## src/rtl/imt_map.svh

```systemverilog
`ifndef IMT_MAP_SVH
`define IMT_MAP_SVH

// register offsets
`define IMT_FAN_MASK_ADDR    8'h1A
`define IMT_MISC_MASK_ADDR   8'h1B
`define IMT_IO_LOW_MASK_ADDR 8'h1C
`define IMT_IO_HIGH_MASK_ADDR 8'h1D
`define IMT_TRIM_ADDR        8'h1E
`define IMT_READING_ADDR     8'h1F

// reset values
`define IMT_MASK_RST    8'h00
`define IMT_TRIM_RST    8'h00
`define IMT_READING_RST 8'h00
`define IMT_UNMAPPED_RD 8'h00

// misc mask field positions
`define IMT_MISC_DIE_TEMP_BIT  0
`define IMT_MISC_BATTERY_BIT   1
`define IMT_MISC_ANALOG_INPUT_8_BIT      2
`define IMT_MISC_OVERHEAT_BIT  3
`define IMT_MISC_AUTO_FAN_BIT  4
`define IMT_MISC_UNUSED_BIT    5
`define IMT_MISC_CHASSIS_BIT   6
`define IMT_MISC_IO16_BIT      7

// writable bits of the misc mask
`define IMT_MISC_WMASK 8'hDF

`endif

```

## src/rtl/imt_pkg.sv

```systemverilog
package imt_pkg;

    // one-hot register select
    typedef enum logic [6:0] {
        SEL_NONE    = 7'h01,
        SEL_FAN     = 7'h02,
        SEL_MISC    = 7'h04,
        SEL_IO_LOW  = 7'h08,
        SEL_IO_HIGH = 7'h10,
        SEL_TRIM    = 7'h20,
        SEL_READING = 7'h40
    } imt_sel_t;

endpackage

```

## src/rtl/imt_regs.sv

```systemverilog
`timescale 1ns/1ps
`include "imt_map.svh"

module imt_regs #(
    parameter int FAN_N = 8,
    parameter int FAN_W = 8
) (
    input  wire logic                   clk,
    input  wire logic                   resetn,
    input  wire logic [7:0]             reg_addr,
    input  wire logic                   reg_wr,
    input  wire logic                   reg_rd,
    input  wire logic [7:0]             reg_wdata,
    output logic      [7:0]             reg_rdata,
    input  wire logic                   fan_conv_done,
    input  wire logic [FAN_N*FAN_W-1:0] fan_tach_count,
    input  wire logic [FAN_N*FAN_W-1:0] fan_high_limit,
    input  wire logic                   die_temp_valid,
    input  wire logic [7:0]             die_temp_raw,
    input  wire logic [7:0]             die_temp_high_limit,
    input  wire logic [7:0]             die_temp_low_limit,
    input  wire logic                   battery_event,
    input  wire logic                   analog_input_8_event,
    input  wire logic                   overheat_event,
    input  wire logic                   auto_fan_event,
    input  wire logic                   chassis_open_input,
    input  wire logic [16:0]            io_line_event,
    output logic [FAN_N-1:0]            fan_flag,
    output logic                        die_temp_flag,
    output logic                        irq_out
);

    // address decode shared by read and write paths
    function automatic imt_pkg::imt_sel_t dec_sel(input logic [7:0] a);
        if (a == `IMT_FAN_MASK_ADDR) begin
            dec_sel = imt_pkg::SEL_FAN;
        end else if (a == `IMT_MISC_MASK_ADDR) begin
            dec_sel = imt_pkg::SEL_MISC;
        end else if (a == `IMT_IO_LOW_MASK_ADDR) begin
            dec_sel = imt_pkg::SEL_IO_LOW;
        end else if (a == `IMT_IO_HIGH_MASK_ADDR) begin
            dec_sel = imt_pkg::SEL_IO_HIGH;
        end else if (a == `IMT_TRIM_ADDR) begin
            dec_sel = imt_pkg::SEL_TRIM;
        end else if (a == `IMT_READING_ADDR) begin
            dec_sel = imt_pkg::SEL_READING;
        end else begin
            dec_sel = imt_pkg::SEL_NONE;
        end
    endfunction

    logic [7:0]       fan_mask_ff;
    logic [7:0]       misc_mask_ff;
    logic [7:0]       io_low_mask_ff;
    logic [7:0]       io_high_mask_ff;
    logic [7:0]       trim_ff;
    logic [7:0]       reading_ff;
    logic [7:0]       rdata_ff;
    logic [FAN_N-1:0] fan_flag_ff;
    logic             die_flag_ff;
    logic             irq_ff;

    logic [7:0]       nxt_fan_mask;
    logic [7:0]       nxt_misc_mask;
    logic [7:0]       nxt_io_low_mask;
    logic [7:0]       nxt_io_high_mask;
    logic [7:0]       nxt_trim;
    logic [7:0]       nxt_reading;
    logic [7:0]       nxt_rdata;
    logic [FAN_N-1:0] nxt_fan_flag;
    logic             nxt_die_flag;
    logic             nxt_irq;

    imt_pkg::imt_sel_t sel;
    logic [7:0]        die_adj;
    logic [7:0]        misc_src;
    logic [15:0]       io_mask;

    assign sel = dec_sel(reg_addr);

    // trim added first
    // two's complement sum wraps at 8 bits
    assign die_adj = die_temp_raw + trim_ff;

    // misc sources in mask bit order
    always_comb begin
        misc_src = 8'h00;
        misc_src[`IMT_MISC_DIE_TEMP_BIT] = die_flag_ff;
        misc_src[`IMT_MISC_BATTERY_BIT]  = battery_event;
        misc_src[`IMT_MISC_ANALOG_INPUT_8_BIT]     = analog_input_8_event;
        misc_src[`IMT_MISC_OVERHEAT_BIT] = overheat_event;
        misc_src[`IMT_MISC_AUTO_FAN_BIT] = auto_fan_event;
        misc_src[`IMT_MISC_CHASSIS_BIT]  = chassis_open_input;
        misc_src[`IMT_MISC_IO16_BIT]     = io_line_event[16];
    end

    // io lines 0-15, line 16 gates through misc
    assign io_mask = {io_high_mask_ff, io_low_mask_ff};

    // host writes to mask and trim registers
    always_comb begin
        nxt_fan_mask     = fan_mask_ff;
        nxt_misc_mask    = misc_mask_ff;
        nxt_io_low_mask  = io_low_mask_ff;
        nxt_io_high_mask = io_high_mask_ff;
        nxt_trim         = trim_ff;
        if (reg_wr) begin
            case (sel)
                imt_pkg::SEL_FAN: begin
                    nxt_fan_mask = reg_wdata;
                end
                imt_pkg::SEL_MISC: begin
                    nxt_misc_mask = reg_wdata & `IMT_MISC_WMASK;
                end
                imt_pkg::SEL_IO_LOW: begin
                    nxt_io_low_mask = reg_wdata;
                end
                imt_pkg::SEL_IO_HIGH: begin
                    nxt_io_high_mask = reg_wdata;
                end
                imt_pkg::SEL_TRIM: begin
                    nxt_trim = reg_wdata;
                end
                default: begin
                    nxt_trim = trim_ff; // reading is read-only
                end
            endcase
        end
    end

    // register read mux, one cycle latency
    always_comb begin
        nxt_rdata = rdata_ff;
        if (reg_rd) begin
            case (sel)
                imt_pkg::SEL_FAN:     nxt_rdata = fan_mask_ff;
                imt_pkg::SEL_MISC:    nxt_rdata = misc_mask_ff;
                imt_pkg::SEL_IO_LOW:  nxt_rdata = io_low_mask_ff;
                imt_pkg::SEL_IO_HIGH: nxt_rdata = io_high_mask_ff;
                imt_pkg::SEL_TRIM:    nxt_rdata = trim_ff;
                imt_pkg::SEL_READING: nxt_rdata = reading_ff;
                default:              nxt_rdata = `IMT_UNMAPPED_RD;
            endcase
        end
    end

    genvar gi;
    generate
        for (gi = 0; gi < FAN_N; gi++) begin : g_fan
            always_comb begin
                nxt_fan_flag[gi] = fan_flag_ff[gi];
                if (fan_conv_done) begin
                    nxt_fan_flag[gi] = fan_tach_count[gi*FAN_W +: FAN_W] >
                                       fan_high_limit[gi*FAN_W +: FAN_W];
                end
            end
        end
    endgenerate

    always_comb begin
        nxt_reading  = reading_ff;
        nxt_die_flag = die_flag_ff;
        if (die_temp_valid) begin
            nxt_reading = die_adj;
            nxt_die_flag = ($signed(die_adj) > $signed(die_temp_high_limit)) ||
                           ($signed(die_adj) < $signed(die_temp_low_limit));
        end
    end

    always_comb begin
        nxt_irq = (|(fan_flag_ff & ~fan_mask_ff[FAN_N-1:0])) ||
                  (|(misc_src & ~misc_mask_ff)) ||
                  (|(io_line_event[15:0] & ~io_mask[15:0]));
    end

    // state registers
    always_ff @(posedge clk) begin
        if (!resetn) begin
            fan_mask_ff     <= `IMT_MASK_RST;
            misc_mask_ff    <= `IMT_MASK_RST;
            io_low_mask_ff  <= `IMT_MASK_RST;
            io_high_mask_ff <= `IMT_MASK_RST;
            trim_ff         <= `IMT_TRIM_RST;
            reading_ff      <= `IMT_READING_RST;
            rdata_ff        <= `IMT_UNMAPPED_RD;
            fan_flag_ff     <= '0;
            die_flag_ff     <= 1'b0;
            irq_ff          <= 1'b0;
        end else begin
            fan_mask_ff     <= nxt_fan_mask;
            misc_mask_ff    <= nxt_misc_mask;
            io_low_mask_ff  <= nxt_io_low_mask;
            io_high_mask_ff <= nxt_io_high_mask;
            trim_ff         <= nxt_trim;
            reading_ff      <= nxt_reading;
            rdata_ff        <= nxt_rdata;
            fan_flag_ff     <= nxt_fan_flag;
            die_flag_ff     <= nxt_die_flag;
            irq_ff          <= nxt_irq;
        end
    end

    // outputs straight from flops
    assign reg_rdata     = rdata_ff;
    assign fan_flag      = fan_flag_ff;
    assign die_temp_flag = die_flag_ff;
    assign irq_out       = irq_ff;
endmodule

```

## config.mk

```make
export PLATFORM = sky130hd
export DESIGN_NAME = imt_regs
export DESIGN_NICKNAME = d
export VERILOG_FILES = /design/src/rtl/imt_pkg.sv /design/src/rtl/imt_regs.sv
export VERILOG_INCLUDE_DIRS = /design/src /design/src/rtl
export SDC_FILE = /design/constraint.sdc
export NUM_CORES = 1
export LEC_CHECK = 0
export CAP_MARGIN = 15
export CELL_PAD_IN_SITES_DETAIL_PLACEMENT = 1
export CELL_PAD_IN_SITES_GLOBAL_PLACEMENT = 2
export CORE_MARGIN = 5
export CORE_UTILIZATION = 32
export DETAILED_ROUTE_END_ITERATION = 10
export DONT_BUFFER_PORTS = 1
export GPL_TIMING_DRIVEN = 1
export PLACE_DENSITY_LB_ADDON = 0.1
export SLEW_MARGIN = 0
export SYNTH_ARGS = -nofsm -noshare
export SYNTH_HDL_FRONTEND = slang
export SYNTH_SLANG_ARGS = --single-unit
```

## constraint.sdc

```tcl
create_clock -name clk -period 2.66 [get_ports clk]
set_clock_uncertainty 0.05 [all_clocks]
set_input_delay 0.399 -clock clk [delete_from_list [all_inputs] [get_ports clk]]
set_output_delay 0.399 -clock clk [all_outputs]
set_load 0.01 [all_outputs]
```

==> flow_summary_export.csv, run 1 <==
group,metric,value,unit
critical_path,crit_path_top_delay_cell,"fa_2",
synthesis,synthTopCellsByCount,"inv_1, ha_1, dfxtp_1, mux2i_1, nor2b_1",
floorplan,start_util,0.3271,
critical_path,arrival,2.75,ns
timing,finalMaxSlewViolations,0,
timing,final.period_utilization,0.9559,
floorplan,top_level_ports,214,
floorplan,coreArea,16640,µm²
synthesis,postSynthCellCount,659,
finish,stdcell_area,6111,µm²
clock_network,h-tree-depth,3,
run_status,status,"completed",
clock_network,clockBufferDepth,2,
finish,nets,950,
synthesis,synth_area,5444,µm²
synthesis,synth.avg_cell_area,8.261,µm²
synthesis,synth-seq-cells,65,
critical_path,path_max_fanout,2,
critical_path,critPathLaunchType,"flop",
clock_network,clock_latency,0.34,ns
clock_network,cts_buffers,9,
clock_network,cts-root-buf,"clkbuf_16",
synthesis,ys.flop_type,"dfxtp_1",
critical_path,setup.worst_path.class,"reg -> reg",
synthesis,yosysMostFrequentCell,"inv_1",
critical_path,path_cells,"ha_4 -> inv_2 -> fa_2 -> nor2b_2 -> o21ai_2 -> a21oi_2 -> nor2_2 -> xnor2_2 -> ha_1 -> nand3_2 -> a21o_1 -> a211o_1 -> o211ai_1",
power_and_ir_drop,p_leak,2.918,nW
placed_design,dpl.hpwl,14650,µm
timing,timing.fmax,393.3,MHz
synthesis,synth-async-reset-ratio,0,
power_and_ir_drop,peakVddDrop,0.0002638,V
finish,synthToLayoutAreaGrowth,12.25,%
critical_path,cp_slowest_stage_delay,0.36,ns
placed_design,port_buffers,0,
synthesis,yosysUniqueCellTypes,57,
critical_path,required,2.87,ns
synthesis,netlist.area_leader.share,0.2390,
synthesis,synth_edf_count,0,
routing,drt-initial-drc-count,166,
timing,setup_viol,0,
clock_network,clkTransAtPathRegs,0.06,ns
synthesis,yosys_warnings,0,
routing,drc,0,
timing,hold_viol,0,
hold_path,hp-class,"in -> reg",
clock_network,cts_tree,"built",
floorplan,die_width,140.4,µm
synthesis,synth_nets,942,
synthesis,synth_area_leader_cell,"dfxtp_1",
timing,fin_tns_setup,0,ns
routing,wire_per_inst,19.90,µm
global_routing,grt_max_degree,74,
routing,avgViaCountPerCell,5.261,
timing,worst_pin_slew,0.4930,ns
global_routing,grt_pass1_vias,5231,
flow_run,maxCapViolations,0,
floorplan,dieArea,19720,µm²
finish,drive_above_1_share,0.08482,
placed_design,place_area,5700,µm²
global_routing,gr-total-overflow,0,
power_and_ir_drop,power.density,432.7,nW/µm²
routing,ant_nets,0,
routing,wl,17750,µm
clock_network,cts_sinks,65,
finish,antenna_cells,0,
power_and_ir_drop,power.total,2.644,mW
routing,drt-pass1-iter-count,4,
synthesis,synth_seq_area_share,0.2390,
timing,relSlewSlack,0.6690,
timing,period_needed,2.543,ns
floorplan,die_h,140.4,µm
routing,num_vias,4693,
critical_path,end_kind,"flop",
synthesis,synthTopCellsByArea,"dfxtp_1, ha_1, mux2i_1",
placed_design,place_congestion,0.8112,
global_routing,antenna_found_initial,0,
floorplan,fp-row-count,47,
global_routing,grt_usage,0.1747,
global_routing,grt_pass1_wl,27280,µm
-- cell families after synthesis --
logic type | count (synthesis) | share of synthesized area
AO/OA/AOI/OAI | 127 | 0.1538
XOR/XNOR | 6 | 0.009653
adder cells (fa/ha/maj) | 87 | 0.2013
buffers and inverters | 141 | 0.1020
flip-flops | 65 | 0.2390
multiplexers | 57 | 0.1099
AND/OR/NAND/NOR | 176 | 0.1843
-- routing by layer --
layer	vias to the layer above	track usage	routed length [µm]
met4	0	0.03978	293
met2	148	0.2989	8619
met1	2213	0.2146	7775
li1	2312	-	-
met3	20	0.05521	1059
met5	-	0	0
-- layout by cell type (no fill, tap or decap), drive strengths merged, types with 4 or more instances in the layout --
master | synthesis | layout
a211oi | 6 | 6
a21o | 12 | 12
a21oi | 26 | 26
a221oi | 5 | 5
a31oi | 8 | 8
buf | 9 | 17
clkbuf | 11 | 10
dfxtp | 65 | 65
ha | 86 | 86
inv | 121 | 122
mux2i | 53 | 53
nand2 | 17 | 17
nand2b | 7 | 7
nand3 | 24 | 24
nand3b | 5 | 5
nand4 | 8 | 8
nor2 | 28 | 28
nor2b | 52 | 52
nor3 | 15 | 15
o2111a | 4 | 4
o211ai | 5 | 5
o21ai | 26 | 26
o22ai | 14 | 14
o31ai | 5 | 5
xnor2 | 4 | 4
-- what timing repair did --
item                                   CTS  global route
setup endpoints to repair                1             1
hold buffers                             0             0
setup buffers                            3             3
resized for setup                        8            14
endpoints found under the hold margin    0             0
pin swaps                               11             8
-- stage by stage --
stage | utilization | worst slack (ns) | cells | hold WS, ns
after floorplan | - | 0.06447 | 659 | 0.3954
after global placement | 0.3425 | -0.04744 | 870 | 0.4076
after global routing | 0.3672 | -0.01584 | 892 | 0.07882
after detailed placement | 0.3425 | -0.1516 | 870 | 0.4259
final | 0.3672 | 0.1173 | 892 | 0.09707
after CTS | 0.3629 | -0.01953 | 889 | 0.08039
-- report_power, final --
group          internal, mW  switching [mW]  total, mW
logic                 0.202           0.203      0.405
clock network         0.727           0.475       1.20
registers              1.00          0.0358       1.04
total                  1.93           0.714       2.64
-- cell type report --
| type | count | area, µm² |
|---|---|---|
| multi-input cells | 453 | 3655 |
| fillers | 1983 | 10530 |
| repair buffers | 17 | 127.6 |
| clock buffers | 10 | 229.0 |
| well taps | 220 | 275.3 |
| clock inverters | 6 | 66.31 |
| flip-flops and latches | 65 | 1304 |
| inverters | 121 | 454.2 |
-- registers in the layout (all words and copies together) (netlist names) --
name	cells
die_temp_flag	1
fan_flag	8
fan_mask_ff	8
io_high_mask_ff	8
io_low_mask_ff	8
irq_out	1
misc_mask_ff	7
reading_ff	8
reg_rdata	8
trim_ff	8
-- worst max-delay path, delay by kind of cell (launching register included) --
family                     cells  cell delay [ns]
DFF                            1             0.35
and+or+nand+nor                3             0.29
xor gates and xnor gates       1             0.15
adders and majority gates      3             0.83
buffers and inverters          1             0.04
AOI/OAI and AO/OA              5             0.77
-- final timing paths --
check	startpoint	endpoint	slack, ns	depth (start not counted)
worst max-delay path	trim_ff[0]	die_temp_flag	0.12	13
worst min-delay path	reg_rd	reg_rdata[5]	0.1	1
worst max register to register	trim_ff[0]	die_temp_flag	0.12	13
worst min register to register	reading_ff[3]	reg_rdata[3]	0.44	2
Note: power is estimated with default switching activity, not from simulation.
==> run 2: changes to the inputs <==
Settings changed: CAP_MARGIN 15 to default.
Clock period 2.66 ns to 2.25 ns, I/O delays scaled along.
==> flow_summary_export.csv, run 2 (synthesized netlist as in run 1, its figures left out) <==
group,metric,value,unit
timing,fin_tns_setup,-0.2635,ns
global_routing,grt_usage,0.1798,
critical_path,path_max_fanout,2,
critical_path,setup.worst_path.class,"reg -> reg",
floorplan,start_util,0.3271,
global_routing,gr-total-overflow,0,
power_and_ir_drop,p_leak,3.020,nW
timing,fin_hold_ws,0.04379,ns
clock_network,holdBufCountCts,0,
run_status,status,"complete, but fails checks",
global_routing,grt_pass1_vias,5267,
timing,relSlewSlack,0.6890,
finish,mostFrequentLayoutCell,"inv_1",
clock_network,clock_latency,0.34,ns
floorplan,dieArea,19720,µm²
timing,finalMaxSlewViolations,0,
placed_design,place_area,5844,µm²
clock_network,h-tree-depth,3,
global_routing,grt_max_degree,74,
floorplan,die_width,140.4,µm
clock_network,clkTransAtPathRegs,0.06,ns
finish,synthToLayoutAreaGrowth,15.49,%
clock_network,cts_buffers,9,
finish,final_util,0.3778,
clock_network,clockBufferDepth,2,
floorplan,fp-row-count,47,
timing,hold_viol,0,
finish,antenna_cells,0,
critical_path,r2r_start,"trim_ff[0]",
floorplan,top_level_ports,214,
timing,worst_pin_slew,0.4616,ns
routing,ant_nets,0,
routing,num_vias,4806,
critical_path,arrival,2.72,ns
routing,drc,0,
placed_design,place_congestion,0.8126,
hold_path,worstHoldStart,"reg_rd",
critical_path,critPathLaunchType,"flop",
routing,drt-pass1-iter-count,6,
hold_path,hp-class,"in -> reg",
finish,nets,968,
finish,stdcell_area,6287,µm²
clock_network,cts_sinks,65,
clock_network,cts-root-buf,"clkbuf_16",
timing,final.period_utilization,1.117,
critical_path,crit_start,"trim_ff[0]",
global_routing,antenna_found_initial,0,
timing,timing.fmax,397.9,MHz
critical_path,required,2.46,ns
clock_network,cts_tree,"built",
power_and_ir_drop,power.density,513.1,nW/µm²
timing,period_needed,2.513,ns
power_and_ir_drop,peakVddDrop,0.0002765,V
run_status,violations,"negative setup slack",
finish,fill_cells,1982,
timing,layout_setup_ws,-0.2635,ns
global_routing,grt_pass1_wl,28230,µm
floorplan,coreArea,16640,µm²
flow_run,maxCapViolations,0,
floorplan,die_h,140.4,µm
timing,setup_viol,1,
critical_path,end_kind,"flop",
timing,rsz0062_at_grt,"yes",
routing,wl,18190,µm
finish,drive_above_1_share,0.1103,
routing,avgViaCountPerCell,5.287,
routing,drt-initial-drc-count,152,
placed_design,dpl.hpwl,15170,µm
placed_design,port_buffers,0,
power_and_ir_drop,power.total,3.226,mW
finish,final_cell_mix,"inv_1, ha_1, dfxtp_1",
routing,wire_per_inst,20.02,µm
## run 2: cell types whose count changed in the layout (fill, tap and decap cells not counted), sizes merged
| cell | previous run | this run |
|---|---|---|
| buf | 17 | 35 |
| bufinv | 1 | 2 |
| clkinv | 1 | 2 |
| clkinvlp | 3 | 1 |
| inv | 122 | 121 |
## run 2: power by group
part	internal (mW)	switching, mW	total [mW]	leakage, nW
combinational	0.252	0.248	0.500	2.34
clock	0.964	0.539	1.50	0.149
sequential	1.18	0.0405	1.22	0.530
## run 2: repair_timing
| action | in CTS | in global routing |
|---|---|---|
| setup buffers | 6 | 1 |
| pin swaps | 19 | 5 |
| resized for setup | 13 | 7 |
| setup endpoints to repair | 1 | 1 |
## run 2: final cells by class
class                           count  area, µm²  area share
Inverter                          121      454.2     0.07224
Clock inverter                      5      81.33     0.01294
Clock buffer                       10      229.0     0.03642
Tap cell                          220      275.3     0.04378
Timing Repair Buffer               35      262.8     0.04179
Multi-Input combinational cell    453       3679      0.5851
Sequential cell                    65       1306      0.2078
## run 2: metal layers
metal  share of wire  global-route usage  up-vias
met1            0.43              0.2115     2300
li1                -                   -     2339
met3           0.057             0.05521       24
met2            0.49              0.3165      143
met5               0                   0        -
met4           0.019             0.04844        0
## run 2: worst max-delay path: stages, from the launching register on
cell and delay (ns):
dfxtp_2 0.35, ha_4 0.13, inv_2 0.03, fa_2 0.34
nor2b_2 0.13, o21ai_2 0.07, a21oi_2 0.18, nor2_2 0.07
xnor2_2 0.15, ha_1 0.33, nand3_2 0.08, a21o_1 0.16
a211o_1 0.28, o211ai_1 0.07
## run 2: worst paths after layout
| kind | cells after the start | slack [ns] | to |
|---|---|---|---|
| max | 13 | -0.26 | die_temp_flag |
| min | 1 | 0.04 | reg_rdata[6] |
| max reg2reg | 13 | -0.26 | die_temp_flag |
| min reg2reg | 2 | 0.43 | reg_rdata[4] |
## run 2: metrics by stage
step / instances / worst slack, ns
6_report: 909 / -0.2635
5_1_grt: 909 / -0.3842
4_1_cts: 908 / -0.2382
3_5_place_dp: 887 / -0.4852
3_3_place_gp: 887 / -0.3540
2_1_floorplan: 659 / -0.1908
==> run 3: changes to the inputs <==
Settings changed: ABC_AREA from default to 1, CORE_MARGIN 5 to 3, CORE_UTILIZATION 32 to 30, HOLD_SLACK_MARGIN from default to 0.03.
==> flow_summary_export.csv, run 3 <==
group,metric,value,unit
synthesis,synth_area_leader_cell,"dfxtp_1",
routing,num_vias,5152,
critical_path,arrival,2.68,ns
run_status,status,"complete, but fails checks",
synthesis,yosys_warnings,0,
power_and_ir_drop,power_frac_comb,0.165,
clock_network,cts_tree,"built",
critical_path,reg2reg_slack,-0.20,ns
placed_design,place_congestion,0.7864,
synthesis,postSynthCellCount,768,
run_status,violations,"negative setup slack",
finish,synthToLayoutAreaGrowth,19.75,%
synthesis,synth_nets,1051,
timing,worst_pin_slew,0.4797,ns
hold_path,worstHoldPathCells,1,
timing,period_needed,2.447,ns
routing,drc,0,
critical_path,end_kind,"flop",
clock_network,h-tree-depth,3,
routing,ant_nets,0,
power_and_ir_drop,p_leak,3.036,nW
timing,layout_setup_ws,-0.1974,ns
floorplan,start_util,0.3106,
timing,setup_viol,1,
placed_design,dpl.hpwl,14790,µm
finish,nets,1083,
floorplan,die_h,137.7,µm
power_and_ir_drop,switchingPower,0.9208,mW
finish,mostFrequentLayoutCell,"inv_1",
placed_design,place_area,5589,µm²
critical_path,crit_start,"trim_ff[0]",
critical_path,required,2.48,ns
placed_design,dpl.cell_count,996,
power_and_ir_drop,swShare,0.2777,
critical_path,cp-endpoint,"die_temp_flag",
synthesis,synth_area,5206,µm²
clock_network,clockBufferDepth,2,
routing,drt-pass1-iter-count,4,
timing,relSlewSlack,0.6778,
synthesis,synth-seq-cells,65,
clock_network,cts-root-buf,"clkbuf_16",
power_and_ir_drop,p_seq_frac,0.369,
routing,wire_per_inst,17.74,µm
finish,stdcell_count,1026,
global_routing,grt_pass1_vias,5423,
clock_network,cts_sinks,65,
clock_network,cts_buffers,9,
floorplan,dieArea,18970,µm²
critical_path,r2r-end,"die_temp_flag",
global_routing,grt_usage,0.1874,
timing,rsz0062_at_grt,"yes",
floorplan,top_level_ports,214,
synthesis,yosysUniqueCellTypes,33,
flow_run,maxCapViolations,0,
timing,fin_hold_ws,0.04478,ns
synthesis,yosysMostFrequentCell,"inv_1",
synthesis,synth_seq_area_share,0.2499,
timing,final.period_utilization,1.088,
power_and_ir_drop,peakVddDrop,0.0003448,V
power_and_ir_drop,clockPowerShare,0.466,
synthesis,synth_edf_count,0,
synthesis,synthTopCellsByArea,"dfxtp_1, ha_1, inv_1",
synthesis,synthTopCellsByCount,"inv_1, nand2_1, a21oi_1, ha_1, o21ai_0",
hold_path,hp-class,"in -> reg",
timing,timing.fmax,408.6,MHz
synthesis,synth-async-reset-ratio,0,
placed_design,port_buffers,0,
global_routing,grt_pass1_wl,27610,µm
clock_network,clock_latency,0.35,ns
clock_network,clkTransAtPathRegs,0.06,ns
critical_path,r2r_start,"trim_ff[0]",
routing,drt-initial-drc-count,124,
timing,finalMaxSlewViolations,0,
global_routing,antenna_found_initial,0,
critical_path,ff2ff_path_depth,16,
hold_path,worstHoldStart,"fan_conv_done",
global_routing,grt_max_degree,57,
routing,wl,18200,µm
floorplan,coreArea,16760,µm²
critical_path,setup.worst_path.class,"reg -> reg",
critical_path,critPathLaunchType,"flop",
synthesis,netlist.area_leader.share,0.2499,
floorplan,die_width,137.7,µm
critical_path,path_max_fanout,2,
synthesis,synth.avg_cell_area,6.779,µm²
global_routing,gr-total-overflow,0,
floorplan,fp-row-count,47,
finish,final_util,0.3720,
power_and_ir_drop,intPower,2.395,mW
timing,hold_viol,0,
finish,stdcell_area,6235,µm²
routing,avgViaCountPerCell,5.021,
finish,final_cell_mix,"inv_1, nand2_1, a21oi_1",
power_and_ir_drop,power.density,531.9,nW/µm²
power_and_ir_drop,power.total,3.316,mW
synthesis,ys.flop_type,"dfxtp_1",
finish,drive_above_1_share,0.1118,
-- run 3: per-layer routing --
| metal | vias to the layer above | GRT usage | share of wire |
|---|---|---|---|
| met1 | 2406 | 0.2259 | 0.42 |
| met4 | 0 | 0.04775 | 0.011 |
| met5 | - | 0 | 0 |
| met3 | 18 | 0.06538 | 0.077 |
| li1 | 2578 | - | - |
| met2 | 150 | 0.3181 | 0.49 |
-- run 3: layout make-up --
type / instances / area, µm²
fillers: 2122 / 10530
inverters: 174 / 655.6
flip-flops and latches: 65 / 1306
repair buffers: 35 / 276.5
clock inverters: 7 / 93.84
multi-input cells: 515 / 3400
well taps: 220 / 275.3
diodes: 1 / 2.502
clock buffers: 9 / 225.2
-- run 3: worst max-delay path, cell delays in order (launching register included) --
cell     delay [ns]
dfxtp_2        0.35
ha_4           0.15
inv_4          0.04
fa_2           0.40
inv_2          0.08
a31o_4         0.14
xor2_2         0.16
inv_1          0.09
buf_4          0.14
ha_1           0.26
nand2_1        0.07
inv_1          0.04
nand2_1        0.07
nand3_2        0.07
nand2_1        0.07
nand2_1        0.06
a21oi_2        0.13
-- run 3: worst min path at each step --
stage                         to
2_1_floorplan  io_low_mask_ff[0]
4_1_cts              fan_flag[4]
3_3_place_gp       reading_ff[0]
3_5_place_dp       reading_ff[0]
6_report             fan_flag[4]
5_1_grt              fan_flag[0]
-- run 3: power by group through the flow --
stage	combinational (mW)	clock, mW	sequential [mW]
2_1_floorplan	0.384	0	1.24
3_3_place_gp	0.476	0	1.25
3_5_place_dp	0.502	0	1.25
4_1_cts	0.532	1.57	1.23
5_1_grt	0.653	1.63	1.23
6_report	0.548	1.54	1.22
-- run 3: per-stage QoR --
step	setup WS, ns	TNS, ns
5_1_grt	-0.3578	-0.3578
3_5_place_dp	-0.2979	-0.2979
2_1_floorplan	0.007136	0
6_report	-0.1974	-0.1974
4_1_cts	-0.1314	-0.1314
3_3_place_gp	-0.1920	-0.1920
-- run 3: timing repair --
action	4_1_cts	5_1_grt
buffers inserted	4	6
endpoints found under the hold margin	8	0
pin swaps	4	25
hold buffers	4	0
resized for setup	14	27
setup endpoints to repair	1	1
-- run 3: logic make-up (layout without fill, tap and decap cells) --
family,after synthesis,count (layout),share of synthesized area
xor+xnor,6,6,0.01009
simple gates,213,213,0.1793
compound gates,209,209,0.2132
other cells,0,1,0
flops,65,65,0.2499
fa+ha+maj,87,87,0.2105
buf+inv,188,225,0.1370
